[src/rtl/sct_cfg.svh]
// Register map, field positions and reset values of the timer output stage
`ifndef SCT_CFG_SVH
`define SCT_CFG_SVH
// ****************
// Register offsets
// ****************
`define SCT_OFF_CCTRL 8'h00
`define SCT_OFF_COUNT 8'h04
`define SCT_OFF_DIV 8'h08
`define SCT_OFF_PERIOD 8'h0c
`define SCT_OFF_BRK 8'h10
`define SCT_OFF_CFG 8'h14
// ****************
// Field positions
// ****************
`define SCT_CC_EN 0
`define SCT_CC_POL 1
`define SCT_CC_CEN 2
`define SCT_CC_CPOL 3
`define SCT_CC_W 4
`define SCT_BRK_MOE 15
`define SCT_BRK_AOE 14
`define SCT_BRK_IDLE 11
`define SCT_BRK_RUN 10
`define SCT_BRK_DT_HI 7
`define SCT_CFG_IN 0
`define SCT_CFG_MIDLE 1
`define SCT_CFG_CIDLE 2
// ****************
// Reset values
// ****************
`define SCT_RST_16 16'h0000
`define SCT_RST_CC 4'h0
`define SCT_RST_DT 8'h00
`endif

[src/rtl/sct_pkg.sv]
// Types shared by the timer output stage
package sct_pkg;
    // One output pin: level and drive enable
    typedef struct packed {
        logic lvl;
        logic oe;
    } sct_pin_s;
endpackage

[src/rtl/sct_timer.sv]
// Single channel timer with complementary output stage and APB registers
//
// Our own choices: the APB interface to the registers and the address map.
`timescale 1ns/10ps
`default_nettype none
`include "sct_cfg.svh"
module sct_timer #(
    parameter int CW = 16,
    parameter int DW = 8
) (
    input wire logic core_clk,
    input wire logic rst_n,
    input wire logic psel,
    input wire logic penable,
    input wire logic pwrite,
    input wire logic [7:0] paddr,
    input wire logic [31:0] pwdata,
    output logic pready,
    output logic [31:0] prdata,
    output logic pslverr,
    input wire logic rawReference,
    input wire logic chInput,
    output var sct_pkg::sct_pin_s chMainOut,
    output var sct_pkg::sct_pin_s chCompOut,
    output logic chTrigger,
    output logic chCaptureEvent,
    output logic overflowEvent
);
    import sct_pkg::*;

    // ****************
    // Register state
    // ****************
    logic [`SCT_CC_W-1:0] cctrl_q; // Channel control bits
    logic [CW-1:0] cnt_q; // Counter value
    logic [CW-1:0] div_q; // Divider as written
    logic [CW-1:0] divAct_q; // Active prescaler value
    logic [CW-1:0] psc_q; // Prescaler count
    logic [CW-1:0] periodVal_q; // Period value
    logic moe_q; // Master output enable
    logic aoe_q; // Automatic master enable
    logic idleSel_q; // Idle off-state select
    logic runSel_q; // Run off-state select
    logic [DW-1:0] dt_q; // Dead-time count
    logic inMode_q; // Channel in input mode
    logic mainIdle_q; // Main idle level
    logic compIdle_q; // Complementary idle level

    // ****************
    // Bus decode
    // ****************
    logic acc; // Access phase, answer pending
    logic wrDone; // Write commits this edge
    logic mapped; // Address hits a register
    logic [31:0] rdMux; // Read data for address
    logic tick; // Prescaled counter clock
    logic ovf; // Overflow this cycle

    assign acc = psel && penable && !pready;
    assign wrDone = psel && penable && pready && pwrite && !pslverr;

    // Read multiplexer and address check
    always_comb
    begin
        rdMux = 32'h0000_0000;
        mapped = 1'b1;
        case (paddr)
            `SCT_OFF_CCTRL: rdMux[`SCT_CC_W-1:0] = cctrl_q;
            `SCT_OFF_COUNT: rdMux[CW-1:0] = cnt_q;
            `SCT_OFF_DIV: rdMux[CW-1:0] = div_q;
            `SCT_OFF_PERIOD: rdMux[CW-1:0] = periodVal_q;
            `SCT_OFF_BRK:
            begin
                rdMux[`SCT_BRK_MOE] = moe_q;
                rdMux[`SCT_BRK_AOE] = aoe_q;
                rdMux[`SCT_BRK_IDLE] = idleSel_q;
                rdMux[`SCT_BRK_RUN] = runSel_q;
                rdMux[DW-1:0] = dt_q;
            end
            `SCT_OFF_CFG:
            begin
                rdMux[`SCT_CFG_IN] = inMode_q;
                rdMux[`SCT_CFG_MIDLE] = mainIdle_q;
                rdMux[`SCT_CFG_CIDLE] = compIdle_q;
            end
            default: mapped = 1'b0;
        endcase
    end

    // APB answer: one wait state, then ready for one cycle
    always_ff @(posedge core_clk)
    begin
        if (!rst_n)
        begin
            pready <= 1'b0;
            prdata <= 32'h0000_0000;
            pslverr <= 1'b0;
        end
        else if (acc)
        begin
            pready <= 1'b1;
            prdata <= pwrite ? 32'h0000_0000 : rdMux;
            pslverr <= !mapped;
        end
        else
        begin
            pready <= 1'b0;
            pslverr <= 1'b0;
        end
    end

    // Control registers written by software
    always_ff @(posedge core_clk)
    begin
        if (!rst_n)
        begin
            cctrl_q <= `SCT_RST_CC;
            div_q <= `SCT_RST_16;
            periodVal_q <= `SCT_RST_16;
            aoe_q <= 1'b0;
            idleSel_q <= 1'b0;
            runSel_q <= 1'b0;
            dt_q <= `SCT_RST_DT;
            inMode_q <= 1'b0;
            mainIdle_q <= 1'b0;
            compIdle_q <= 1'b0;
        end
        else if (wrDone)
        begin
            case (paddr)
                // Upper control bits are not stored and read as zero
                `SCT_OFF_CCTRL: cctrl_q <= pwdata[`SCT_CC_W-1:0];
                `SCT_OFF_DIV: div_q <= pwdata[CW-1:0];
                `SCT_OFF_PERIOD: periodVal_q <= pwdata[CW-1:0];
                `SCT_OFF_BRK:
                begin
                    aoe_q <= pwdata[`SCT_BRK_AOE];
                    idleSel_q <= pwdata[`SCT_BRK_IDLE];
                    runSel_q <= pwdata[`SCT_BRK_RUN];
                    dt_q <= pwdata[DW-1:0];
                end
                `SCT_OFF_CFG:
                begin
                    inMode_q <= pwdata[`SCT_CFG_IN];
                    mainIdle_q <= pwdata[`SCT_CFG_MIDLE];
                    compIdle_q <= pwdata[`SCT_CFG_CIDLE];
                end
                default:
                begin
                    inMode_q <= inMode_q;
                end
            endcase
        end
    end

    // Master output enable: overflow set wins over software clear
    always_ff @(posedge core_clk)
    begin
        if (!rst_n)
            moe_q <= 1'b0;
        else if (aoe_q && ovf)
            moe_q <= 1'b1;
        else if (wrDone && paddr == `SCT_OFF_BRK)
            moe_q <= pwdata[`SCT_BRK_MOE];
    end

    // ****************
    // Prescaler and counter
    // ****************
    // divide by divider plus one
    assign tick = (psc_q == divAct_q);
    assign ovf = tick && (periodVal_q != `SCT_RST_16) && (cnt_q == periodVal_q);

    // Prescaler count and active divider
    always_ff @(posedge core_clk)
    begin
        if (!rst_n)
        begin
            psc_q <= `SCT_RST_16;
            divAct_q <= `SCT_RST_16;
        end
        else
        begin
            psc_q <= tick ? `SCT_RST_16 : psc_q + 1'b1;
            if (ovf)
                divAct_q <= div_q;
        end
    end

    // Counter value, also writable by software
    always_ff @(posedge core_clk)
    begin
        if (!rst_n)
            cnt_q <= `SCT_RST_16;
        else if (wrDone && paddr == `SCT_OFF_COUNT)
            cnt_q <= pwdata[CW-1:0];
        else if (tick && periodVal_q != `SCT_RST_16)
            cnt_q <= ovf ? `SCT_RST_16 : cnt_q + 1'b1;
    end

    // Overflow pulse to the outside
    always_ff @(posedge core_clk)
    begin
        if (!rst_n)
            overflowEvent <= 1'b0;
        else
            overflowEvent <= ovf;
    end

    // ****************
    // Input path
    // ****************
    logic inSync1_q; // First synchroniser stage
    logic inSync2_q; // Second synchroniser stage
    logic inPrev_q; // Previous synchronised level
    logic inOn; // Input capture enabled

    assign inOn = cctrl_q[`SCT_CC_EN] && inMode_q;

    // Two-stage synchroniser and edge history
    always_ff @(posedge core_clk)
    begin
        if (!rst_n)
        begin
            inSync1_q <= 1'b0;
            inSync2_q <= 1'b0;
            inPrev_q <= 1'b0;
        end
        else
        begin
            inSync1_q <= chInput;
            inSync2_q <= inSync1_q;
            inPrev_q <= inSync2_q;
        end
    end

    // Edge and trigger under polarity control
    always_ff @(posedge core_clk)
    begin
        if (!rst_n)
        begin
            chTrigger <= 1'b0;
            chCaptureEvent <= 1'b0;
        end
        else
        begin
            chTrigger <= inOn && (inSync2_q ^ cctrl_q[`SCT_CC_POL]);
            chCaptureEvent <= inOn && (cctrl_q[`SCT_CC_POL] ?
                (inPrev_q && !inSync2_q) : (!inPrev_q && inSync2_q));
        end
    end

    // ****************
    // Dead-time and idle timing
    // ****************
    logic mainEn; // Main output enabled
    logic compEn; // Complementary output enabled
    logic [1:0] refPair; // Reference per output
    logic [1:0] refPrev_q; // Reference one cycle ago
    logic [DW-1:0] dtCnt_q [2]; // Dead-time down counters
    logic [1:0] dly; // Dead-timed references
    logic [DW-1:0] idleCnt_q; // Time since master disable
    logic idleDone; // Dead-time elapsed in idle

    assign mainEn = cctrl_q[`SCT_CC_EN] && !inMode_q;
    assign compEn = cctrl_q[`SCT_CC_CEN];
    assign refPair = {!rawReference, rawReference};
    assign idleDone = (idleCnt_q >= dt_q);

    // Per-output delay of rising edges
    always_ff @(posedge core_clk)
    begin
        if (!rst_n)
        begin
            refPrev_q <= 2'h0;
            for (int i = 0; i < 2; i++)
                dtCnt_q[i] <= `SCT_RST_DT;
        end
        else
        begin
            refPrev_q <= refPair;
            for (int i = 0; i < 2; i++)
            begin
                if (refPair[i] && !refPrev_q[i])
                    dtCnt_q[i] <= dt_q;
                else if (dtCnt_q[i] != `SCT_RST_DT)
                    dtCnt_q[i] <= dtCnt_q[i] - 1'b1;
            end
        end
    end

    // Delayed reference rises only when its count has run out
    always_comb
    begin
        dly = 2'h0;
        for (int i = 0; i < 2; i++)
            dly[i] = refPair[i] && refPrev_q[i] && (dtCnt_q[i] == `SCT_RST_DT);
    end

    // Idle timer counts while master enable is off
    always_ff @(posedge core_clk)
    begin
        if (!rst_n)
            idleCnt_q <= `SCT_RST_DT;
        else if (moe_q)
            idleCnt_q <= `SCT_RST_DT;
        else if (!idleDone)
            idleCnt_q <= idleCnt_q + 1'b1;
    end

    // ****************
    // Output state selection
    // ****************
    logic pol; // Main polarity
    logic cpol; // Complementary polarity
    sct_pin_s mainD; // Next main pin state
    sct_pin_s compD; // Next complementary pin state

    assign pol = cctrl_q[`SCT_CC_POL];
    assign cpol = cctrl_q[`SCT_CC_CPOL];

    // Output table by master, off-state selects and enables
    always_comb
    begin
        mainD = '{lvl: 1'b0, oe: 1'b0};
        compD = '{lvl: 1'b0, oe: 1'b0};
        if (moe_q)
        begin
            if (mainEn && compEn)
            begin
                mainD = '{lvl: dly[0] ^ pol, oe: 1'b1};
                compD = '{lvl: dly[1] ^ cpol, oe: 1'b1};
            end
            else
            begin
                if (mainEn)
                    mainD = '{lvl: rawReference ^ pol, oe: 1'b1};
                else
                    mainD = '{lvl: runSel_q && pol, oe: runSel_q && compEn};
                if (compEn)
                    compD = '{lvl: rawReference ^ cpol, oe: 1'b1};
                else
                    compD = '{lvl: runSel_q && cpol, oe: runSel_q && mainEn};
            end
        end
        else if (!idleSel_q)
        begin
            mainD = '{lvl: 1'b0, oe: 1'b0};
            compD = '{lvl: 1'b0, oe: 1'b0};
        end
        else if (!mainEn && !compEn)
        begin
            mainD = '{lvl: pol, oe: 1'b0};
            compD = '{lvl: cpol, oe: 1'b0};
        end
        else
        begin
            mainD = '{lvl: idleDone ? mainIdle_q : pol, oe: 1'b1};
            compD = '{lvl: idleDone ? compIdle_q : cpol, oe: 1'b1};
        end
    end

    // Registered pin drive
    always_ff @(posedge core_clk)
    begin
        if (!rst_n)
        begin
            chMainOut <= '{lvl: 1'b0, oe: 1'b0};
            chCompOut <= '{lvl: 1'b0, oe: 1'b0};
        end
        else
        begin
            chMainOut <= mainD;
            chCompOut <= compD;
        end
    end
endmodule // sct_timer
`default_nettype wire

[config.mk]
export PLATFORM = sky130hd
export DESIGN_NAME = sct_timer
export DESIGN_NICKNAME = d
export VERILOG_FILES = /design/src/rtl/sct_pkg.sv /design/src/rtl/sct_timer.sv
export VERILOG_INCLUDE_DIRS = /design/src /design/src/rtl
export SDC_FILE = /design/constraint.sdc
export NUM_CORES = 1
export LEC_CHECK = 0
export BUFFER_PORTS_ARGS = -buffer_cell sky130_fd_sc_hd__buf_2
export CAP_MARGIN = 0
export CORE_MARGIN = 4
export CORE_UTILIZATION = 40
export DETAILED_ROUTE_END_ITERATION = 10
export SETUP_SLACK_MARGIN = 0.4
export SLEW_MARGIN = 20
export SYNTH_ARGS = -nofsm -noshare
export SYNTH_HDL_FRONTEND = slang
export SYNTH_SLANG_ARGS = --single-unit
[constraint.sdc]
create_clock -name core_clk -period 2.2 [get_ports core_clk]
set_input_delay 0.33 -clock core_clk [delete_from_list [all_inputs] [get_ports core_clk]]
set_output_delay 0.33 -clock core_clk [all_outputs]
set_load 0.02 [all_outputs]
Word level (Yosys, flattened, before mapping):

Memories as Yosys holds them, arrays and structs flattened.
Index checks and enable logic that the tools add are counted.

* memories: 1
* bits in writable memories: 16
* logic and storage cells: 156
* output and inout port bits: 41
* register bits after elaboration: 153
* bits of input ports: 47

Memories
* dtCnt_q: depth 2, width 8, read ports 2, clocked after memory_dff 0, wr ports 2, line sct_timer.sv:260 `logic [DW-1:0] dtCnt_q [2];`

* reductions and logical operators: 56
* $lt $le $gt $ge: 1
* eq/ne operators: 7
* multiplexer cells: 47
* $add $sub $neg: 5
* bitwise logic cells: 10

Operator list (number)
* $mux W16: 4
* $add A16 B1 Y16 const B: 2
* $eq A16 B16 Y1: 2
* $mux W8: 4
* $logic_and A1 B1 Y1: 28
* $logic_not A8 Y1: 3
* $mux W1: 22
* $mux W2: 10
* $pmux W3 S6: 1
* $eq A8 B4 Y1 const B: 2
* $eq A8 B5 Y1 const B: 2
* $pmux W2 S4: 2
* $pmux W4 S4: 1
* $reduce_bool A16 Y1: 1
* $reduce_bool A8 Y1: 2
* $sub A8 B1 Y8 const B: 2
* $pmux W2 S3: 2
* $reduce_and A2 Y1: 6
* $logic_not A1 Y1: 11
* $add A8 B1 Y8 const B: 1
* $eq A8 B3 Y1 const B: 1
* $ge A8 B8 Y1: 1
* $reduce_or A6 Y1: 1
* $pmux W1 S5: 1
* other kinds (5): 14

Logic depth before layout (Yosys ltp):

Gate-level depths: netlist of the first run.

* word-level depth: 7
* gate-level depth with buffers: 9
* depth with buffers taken out: 8

Worst setup path before layout of the first run:

OpenSTA, ideal clock, no wires.

* path kind: register -> register
* start: mem dtCnt_q[1][2]
* end: reg chCompOut[1] in the netlist's numbering
* buffers on the path: 0
* period minus slack after synthesis: 2.282 ns
* arrival time: 2.160 ns
* library setup time: 0.122 ns
* cell stages (with the launch flop): 7
* required time: 2.078 ns
* slack: -0.082 ns
* path through: edfxtp_1 -> or4_1 -> nor4b_1 -> mux2_2 -> nand3_1 -> a21oi_1 -> a311o_1

RTL lines
* from (decl): line sct_timer.sv:260
* to (signal assigned): line sct_timer.sv:369 `chCompOut <= '{lvl: 1'b0, oe: 1'b0};`
* to (signal assigned): line sct_timer.sv:374 `chCompOut <= compD;`
* to (decl): line sct_timer.sv:24 `output var sct_pkg::sct_pin_s chCompOut,`

==> reports/results.txt, run 1 <==
Number of flops mapped to enable cells by yosys: 16
Mapped Cells: 946
Startpoint Class: flip-flop
F_max: 466 MHz
Drc violations: 0
Worst slew pin tran: 0.899 ns
Initial core utilization: 41.3%
Core area: 19,000 um^2
Area Overhead vs Synth: 39.5%
Period utilization: 97.5%
Cell Rows: 50
Yosys cell types: 62
Vias: 7,551
Starting DRT DRC Count: 599
Clock Sinks: 153
Proportion of layout cells with a drive suffix above 1: 37.2%
Root buf cell: clkbuf_16
Path type of the worst setup path: reg2reg
Total grt overflow: 0
CTS buffer count: 17
Slew HR: 40.1%
Top_reg_cell synth: dfxtp_1
VDD IR max: 0.561 mV
CP Capture Type: flip-flop
Leak Pwr: 4.21 nW
YS warnings: 0
Final core utilization: 57.6%
Skew final: 0.00846 ns
Worst path arrival time: 2.41 ns
I/O Pins: 88
Vias in the first global route: 7,039
Final setup vio count: 0
Gpl congestion: 0.907
Drt first pass iters: 5
MaxCap Viol Count: 0
Drt total wl: 25,400 um
Largest net degree at the start of global routing: 74
Post-synth top cells: 137 x dfxtp_1, 128 x nand2_1, 98 x nor2_1, 80 x a21oi_1, 51 x nand3_1
Worst EP required: 2.47 ns
Hold-fix buffers, CTS: 0
Pwr Density: 713 nW/um^2
Synth Area per Inst: 8.30 um^2
Area leader, netlist: dfxtp_1
Synth async-reset ratio: 0%
PnR worst setup slack: 0.0553 ns
RSZ-0062 raised after global routing: true
Area share of the largest cell type after synthesis: 34.9%
Synth top area cells: dfxtp_1 35%, edfxtp_1 6.1%, nand2_1 6.1%
Mapped cell area: 7850 um^2
H-tree levels: 4
PortBufs: 55
Final Slew Violations: 0
Min Tclk post-route: 2.14 ns
Setup WS pre-CTS: -0.0235 ns
Initial antenna violation count: 1
DRT antenna net count: 0
Die Y: 148 um
Detailed-route wire length per cell: 18.5 um
Fin. Hold Viols: 0
Overall die width: 148 um
Crit-path max FO: 8
Drt via density: 5.52
Worst-Skew Late Latency: 0.42 ns
Hold Crit Class: in2reg
Clock slew at reported path FFs: 0.06 ns
#FFs+latches synth: 153
Cell with the most instances after synthesis: dfxtp_1
Die area: 21,900 um^2
CTS tree: done
Total GRT Usage: 22.3%
Seq/Total Area, Yosys: 41.1%
First-pass GRT wire length: 38,800 um
Nets: 1,154
Clk buf depth: 2
Post-DP HPWL: 16,900 um
Run status: completed
-- path summary, 6_finish.rpt --
path,startpoint,to,slack [ns],cells after the start
worst max register to register,dtCnt_q[1][2],dtCnt_q[1][0],0.06,7
worst min-delay path,chInput,inSync1_q,0.14,2
worst min register to register,inSync1_q,inSync2_q,0.44,1
worst max-delay path,dtCnt_q[1][2],dtCnt_q[1][0],0.06,7
-- repair_timing --
action                                  4_1_cts  5_1_grt
buffers inserted                             33        5
pin swaps                                    59       49
resized for setup                           119      112
endpoints found under the setup margin       91       97
cloned                                        6        1
-- power breakdown --
part	switching, mW	total (mW)	internal, mW
Combinational	0.859	1.58	0.716
Clock	1.21	3.17	1.96
Sequential	0.0968	3.06	2.96
Total	2.17	7.81	5.64
-- stage by stage --
step	total power, mW	hold slack, ns	area [um^2]	setup TNS, ns	std cells
6_report	7.81	0.137	11000	0	1368
5_1_grt	8.10	0.141	10900	-0.244	1366
4_1_cts	7.57	0.128	10400	0	1360
3_5_place_dp	4.12	0.426	8970	-0.0298	1289
3_3_place_gp	4.11	0.419	8970	-0.0707	1289
2_1_floorplan	3.86	0.412	8160	0	961
-- worst max-delay path: stages (launching register included) --
cell and delay [ns]:
edfxtp_1 0.39, or4_4 0.59, nor4b_4 0.30, buf_4 0.18, nand2b_4 0.12, nor2b_4 0.15
buf_8 0.16, o2bb2ai_2 0.12
-- area by class of cell --
type                       count  area (um^2)
timing repair buffer         183         1400
tap                          260          325
clock buffer                  20          489
clock inverter                12          160
inverter                      23         86.3
multi-input combinational    715         5220
antenna                        2         5.00
fill                        1667         8060
sequential                   153         3260
-- sequential cells by signal, summed over array words and instances, names as in the netlist, 2 cells and up --
signal,cells
dtCnt_q,16
periodVal_q,16
refPrev_q,2
psc_q,16
dt_q,8
chMainOut,2
idleCnt_q,8
divAct_q,16
cctrl_q,4
cnt_q,16
prdata,16
chCompOut,2
div_q,16
-- cell usage in the layout, fill, tap and decap left out, types with 5 or more instances in the layout --
| cell type | n |
|---|---|
| nand2_2 | 17 |
| or3_4 | 5 |
| conb_1 | 16 |
| nand4_1 | 9 |
| inv_1 | 19 |
| nand3_1 | 46 |
| buf_2 | 56 |
| nand2_1 | 103 |
| buf_4 | 97 |
| nor4_2 | 6 |
| nor2_1 | 77 |
| o21ai_1 | 9 |
| nor2_2 | 5 |
| mux2i_1 | 18 |
| clkbuf_16 | 19 |
| nor2_4 | 16 |
| a31oi_1 | 6 |
| nor3_1 | 8 |
| or4_1 | 5 |
| and2_1 | 9 |
| nand3b_1 | 5 |
| dfxtp_1 | 110 |
| buf_6 | 23 |
| xnor2_2 | 6 |
| nor4_1 | 9 |
| a21oi_1 | 59 |
| o21ai_0 | 16 |
| a22oi_1 | 26 |
| a211oi_2 | 7 |
| a21oi_2 | 19 |
| edfxtp_1 | 16 |
| and3_1 | 9 |
| nand2_4 | 6 |
| dfxtp_2 | 24 |
| nand2b_1 | 10 |
| xnor2_1 | 26 |
| xor2_1 | 33 |
| o2bb2ai_2 | 6 |
| mux2_2 | 8 |
| ha_1 | 10 |
-- routing by layer --
metal	vias to the layer above	wire length [um]	GRT usage, %
met1	3620	11000	31.1
met5	-	0	0
met2	265	11900	35.0
met4	0	638	5.91
li1	3621	-	-
met3	45	1770	4.81
-- kinds of logic after synthesis --
family / synth area share, %
simple gates: 23.1
mux: 4.02
buf+inv: 5.90
fa+ha+maj: 2.23
other cells: 0.0478
xor+xnor: 7.36
flops: 41.1
compound gates: 16.3
No activity file was read; power rests on OpenSTA's default activity.
==> inputs of run 2 (changes only) <==
--- a/config.mk
+++ b/config.mk
@@ -11,6 +11,7 @@
 export CORE_MARGIN = 4
 export CORE_UTILIZATION = 40
 export DETAILED_ROUTE_END_ITERATION = 10
+export PLACE_DENSITY = 0.65
 export SETUP_SLACK_MARGIN = 0.4
 export SLEW_MARGIN = 20
 export SYNTH_ARGS = -nofsm -noshare
==> reports/results.txt, run 2 (same netlist as run 1, synthesis figures left out) <==
RSZ-0062 raised after global routing: true
Int Power: 5.42 mW (-3.9%)
Final Slew Violations: 0 (unchanged)
Run status: completed
Drt total wl: 25,800 um (+1.8%)
Fin cells: 1,348 (-1.5%)
PnR worst setup slack: 0.00407 ns (-0.0513 ns)
Period utilization: 99.8% (+2.3 points)
Drc violations: 0 (unchanged)
Hold Crit Class: in2reg
I/O Pins: 88 (unchanged)
Total GRT Usage: 22.5% (+0.25 points)
Clk pwr share: 40.4% (-0.2 points)
Die area: 21,900 um^2 (unchanged)
Worst slew pin tran: 0.862 ns (-0.0375 ns)
Gate power share: 19.6% (-0.6 points)
PortBufs: 55 (unchanged)
Drt via density: 5.68 (+2.8%)
CTS buffer count: 17 (unchanged)
Area Overhead vs Synth: 36.8%
Total grt overflow: 0 (unchanged)
Largest net degree at the start of global routing: 90 (+22%)
Slew HR: 42.3% (+2.3 points)
Most common cell after layout, fill and taps aside: nand2_1
Nets: 1,135 (-1.6%)
Root buf cell: clkbuf_16
Clock slew at reported path FFs: 0.07 ns (about the same)
Vias: 7,650 (+1.3%)
Hold-fix buffers, CTS: 0 (unchanged)
Cell Rows: 50 (unchanged)
Skew final: 0.00892 ns (+0.000463 ns)
Worst EP required: 2.55 ns (+0.08 ns)
VDD IR max: 0.550 mV (-2.0%)
Crit-path max FO: 5 (-3)
Clk buf depth: 2 (unchanged)
Seq pwr share: 40.1% (+0.9 points)
Pwr Density: 711 nW/um^2 (-0.19%)
CTS tree: done
Startpoint Class: flip-flop
Detailed-route wire length per cell: 19.2 um (+3.4%)
H-tree levels: 4 (unchanged)
Initial core utilization: 41.3% (unchanged)
Core area: 19,000 um^2 (unchanged)
Min Tclk post-route: 2.20 ns (+0.0513 ns)
Most frequent cells in the layout: 105 x nand2_1, 102 x dfxtp_1, 85 x buf_4
Setup WS pre-CTS: 0.00791 ns (+0.0314 ns)
Sw Share: 29.0% (+1.3 points)
MaxCap Viol Count: 0 (unchanged)
First-pass GRT wire length: 39,200 um (+0.98%)
Worst-Skew Late Latency: 0.44 ns (+0.02 ns)
Leak Pwr: 4.01 nW (-4.8%)
Die Y: 148 um (unchanged)
Post-DP HPWL: 17,000 um (+0.43%)
Initial antenna violation count: 2 (+1)
Clock Sinks: 153 (unchanged)
Drt first pass iters: 5 (unchanged)
Starting DRT DRC Count: 649 (+8.3%)
Worst path arrival time: 2.55 ns (+0.14 ns)
Placed Cells: 1,274 (-1.2%)
Fin. Hold Viols: 0 (unchanged)
DRT antenna net count: 0 (unchanged)
Path type of the worst setup path: reg2reg
Final setup vio count: 0 (unchanged)
Gpl congestion: 0.894 (-1.5%)
CP Capture Type: flip-flop
NetSw: 2.22 mW (+2.3%)
Overall die width: 148 um (unchanged)
Proportion of layout cells with a drive suffix above 1: 36.2% (-1.0 points)
F_max: 455 MHz (-2.3%)
Vias in the first global route: 7,164 (+1.8%)
==> run 2: path summary, 6_finish.rpt <==
path / start / cells past startpoint / to / slack (ns)
worst max-delay path: divAct_q[5] / 8 / divAct_q[5] / 0.004
worst min-delay path: chInput / 2 / inSync1_q / 0.10
worst max register to register: divAct_q[5] / 8 / divAct_q[5] / 0.004
worst min register to register: inSync1_q / 1 / inSync2_q / 0.46
==> run 2: critical path: stages (launching register included) <==
cell	delay [ns]
dfxtp_1	0.33
xnor2_1	0.17
nand4_1	0.17
or4_4	0.61
buf_6	0.14
nor3_4	0.29
buf_6	0.18
nand2_1	0.07
a21oi_1	0.14
==> run 2: metrics by stage <==
step / hold slack, ns / power (mW) / area, um^2 / util [%] / TNS [ns]
2_1_floorplan: 0.412 / 3.86 / 8160 / - / 0
3_3_place_gp: 0.421 / 4.09 / 8880 / 46.7 / 0
3_5_place_dp: 0.435 / 4.11 / 8880 / 46.7 / 0
4_1_cts: 0.0974 / 7.24 / 10100 / 53.3 / 0
5_1_grt: 0.102 / 7.90 / 10700 / 56.5 / -0.917
6_report: 0.101 / 7.64 / 10700 / 56.5 / 0
==> run 2: power groups by stage <==
stage                     Combinational (mW)  Sequential (mW)  Clock (mW)
after detailed placement               0.992             3.12           0
after global routing                    1.61             3.07        3.22
after CTS                               1.09             3.06        3.10
after global placement                 0.974             3.11           0
final                                   1.50             3.06        3.08
after floorplan                        0.760             3.10           0
==> run 2: final cells by class <==
class	instances	area, um^2
timing repair buffer	165	1280
clock buffer	18	450
inverter	23	86.3
multi-input combinational	714	5150
antenna	1	2.50
clock inverter	14	160
sequential	153	3280
tap	260	325
fill	1683	8280
==> run 2: routing by layer <==
metal / wire length [um] / GRT usage [%] / share of wire (%)
met2: 12200 / 35.6 / 47
met3: 2030 / 5.36 / 7.9
met5: 13 / 0 / 0.050
met1: 10900 / 30.7 / 42
met4: 595 / 6.70 / 2.3
==> run 2: repair_timing <==
action / in CTS / in global routing
endpoints found under the setup margin: 90 / 104
pin swaps: 61 / 43
cloned: 6 / 0
resized for setup: 115 / 102
buffers inserted: 18 / 17
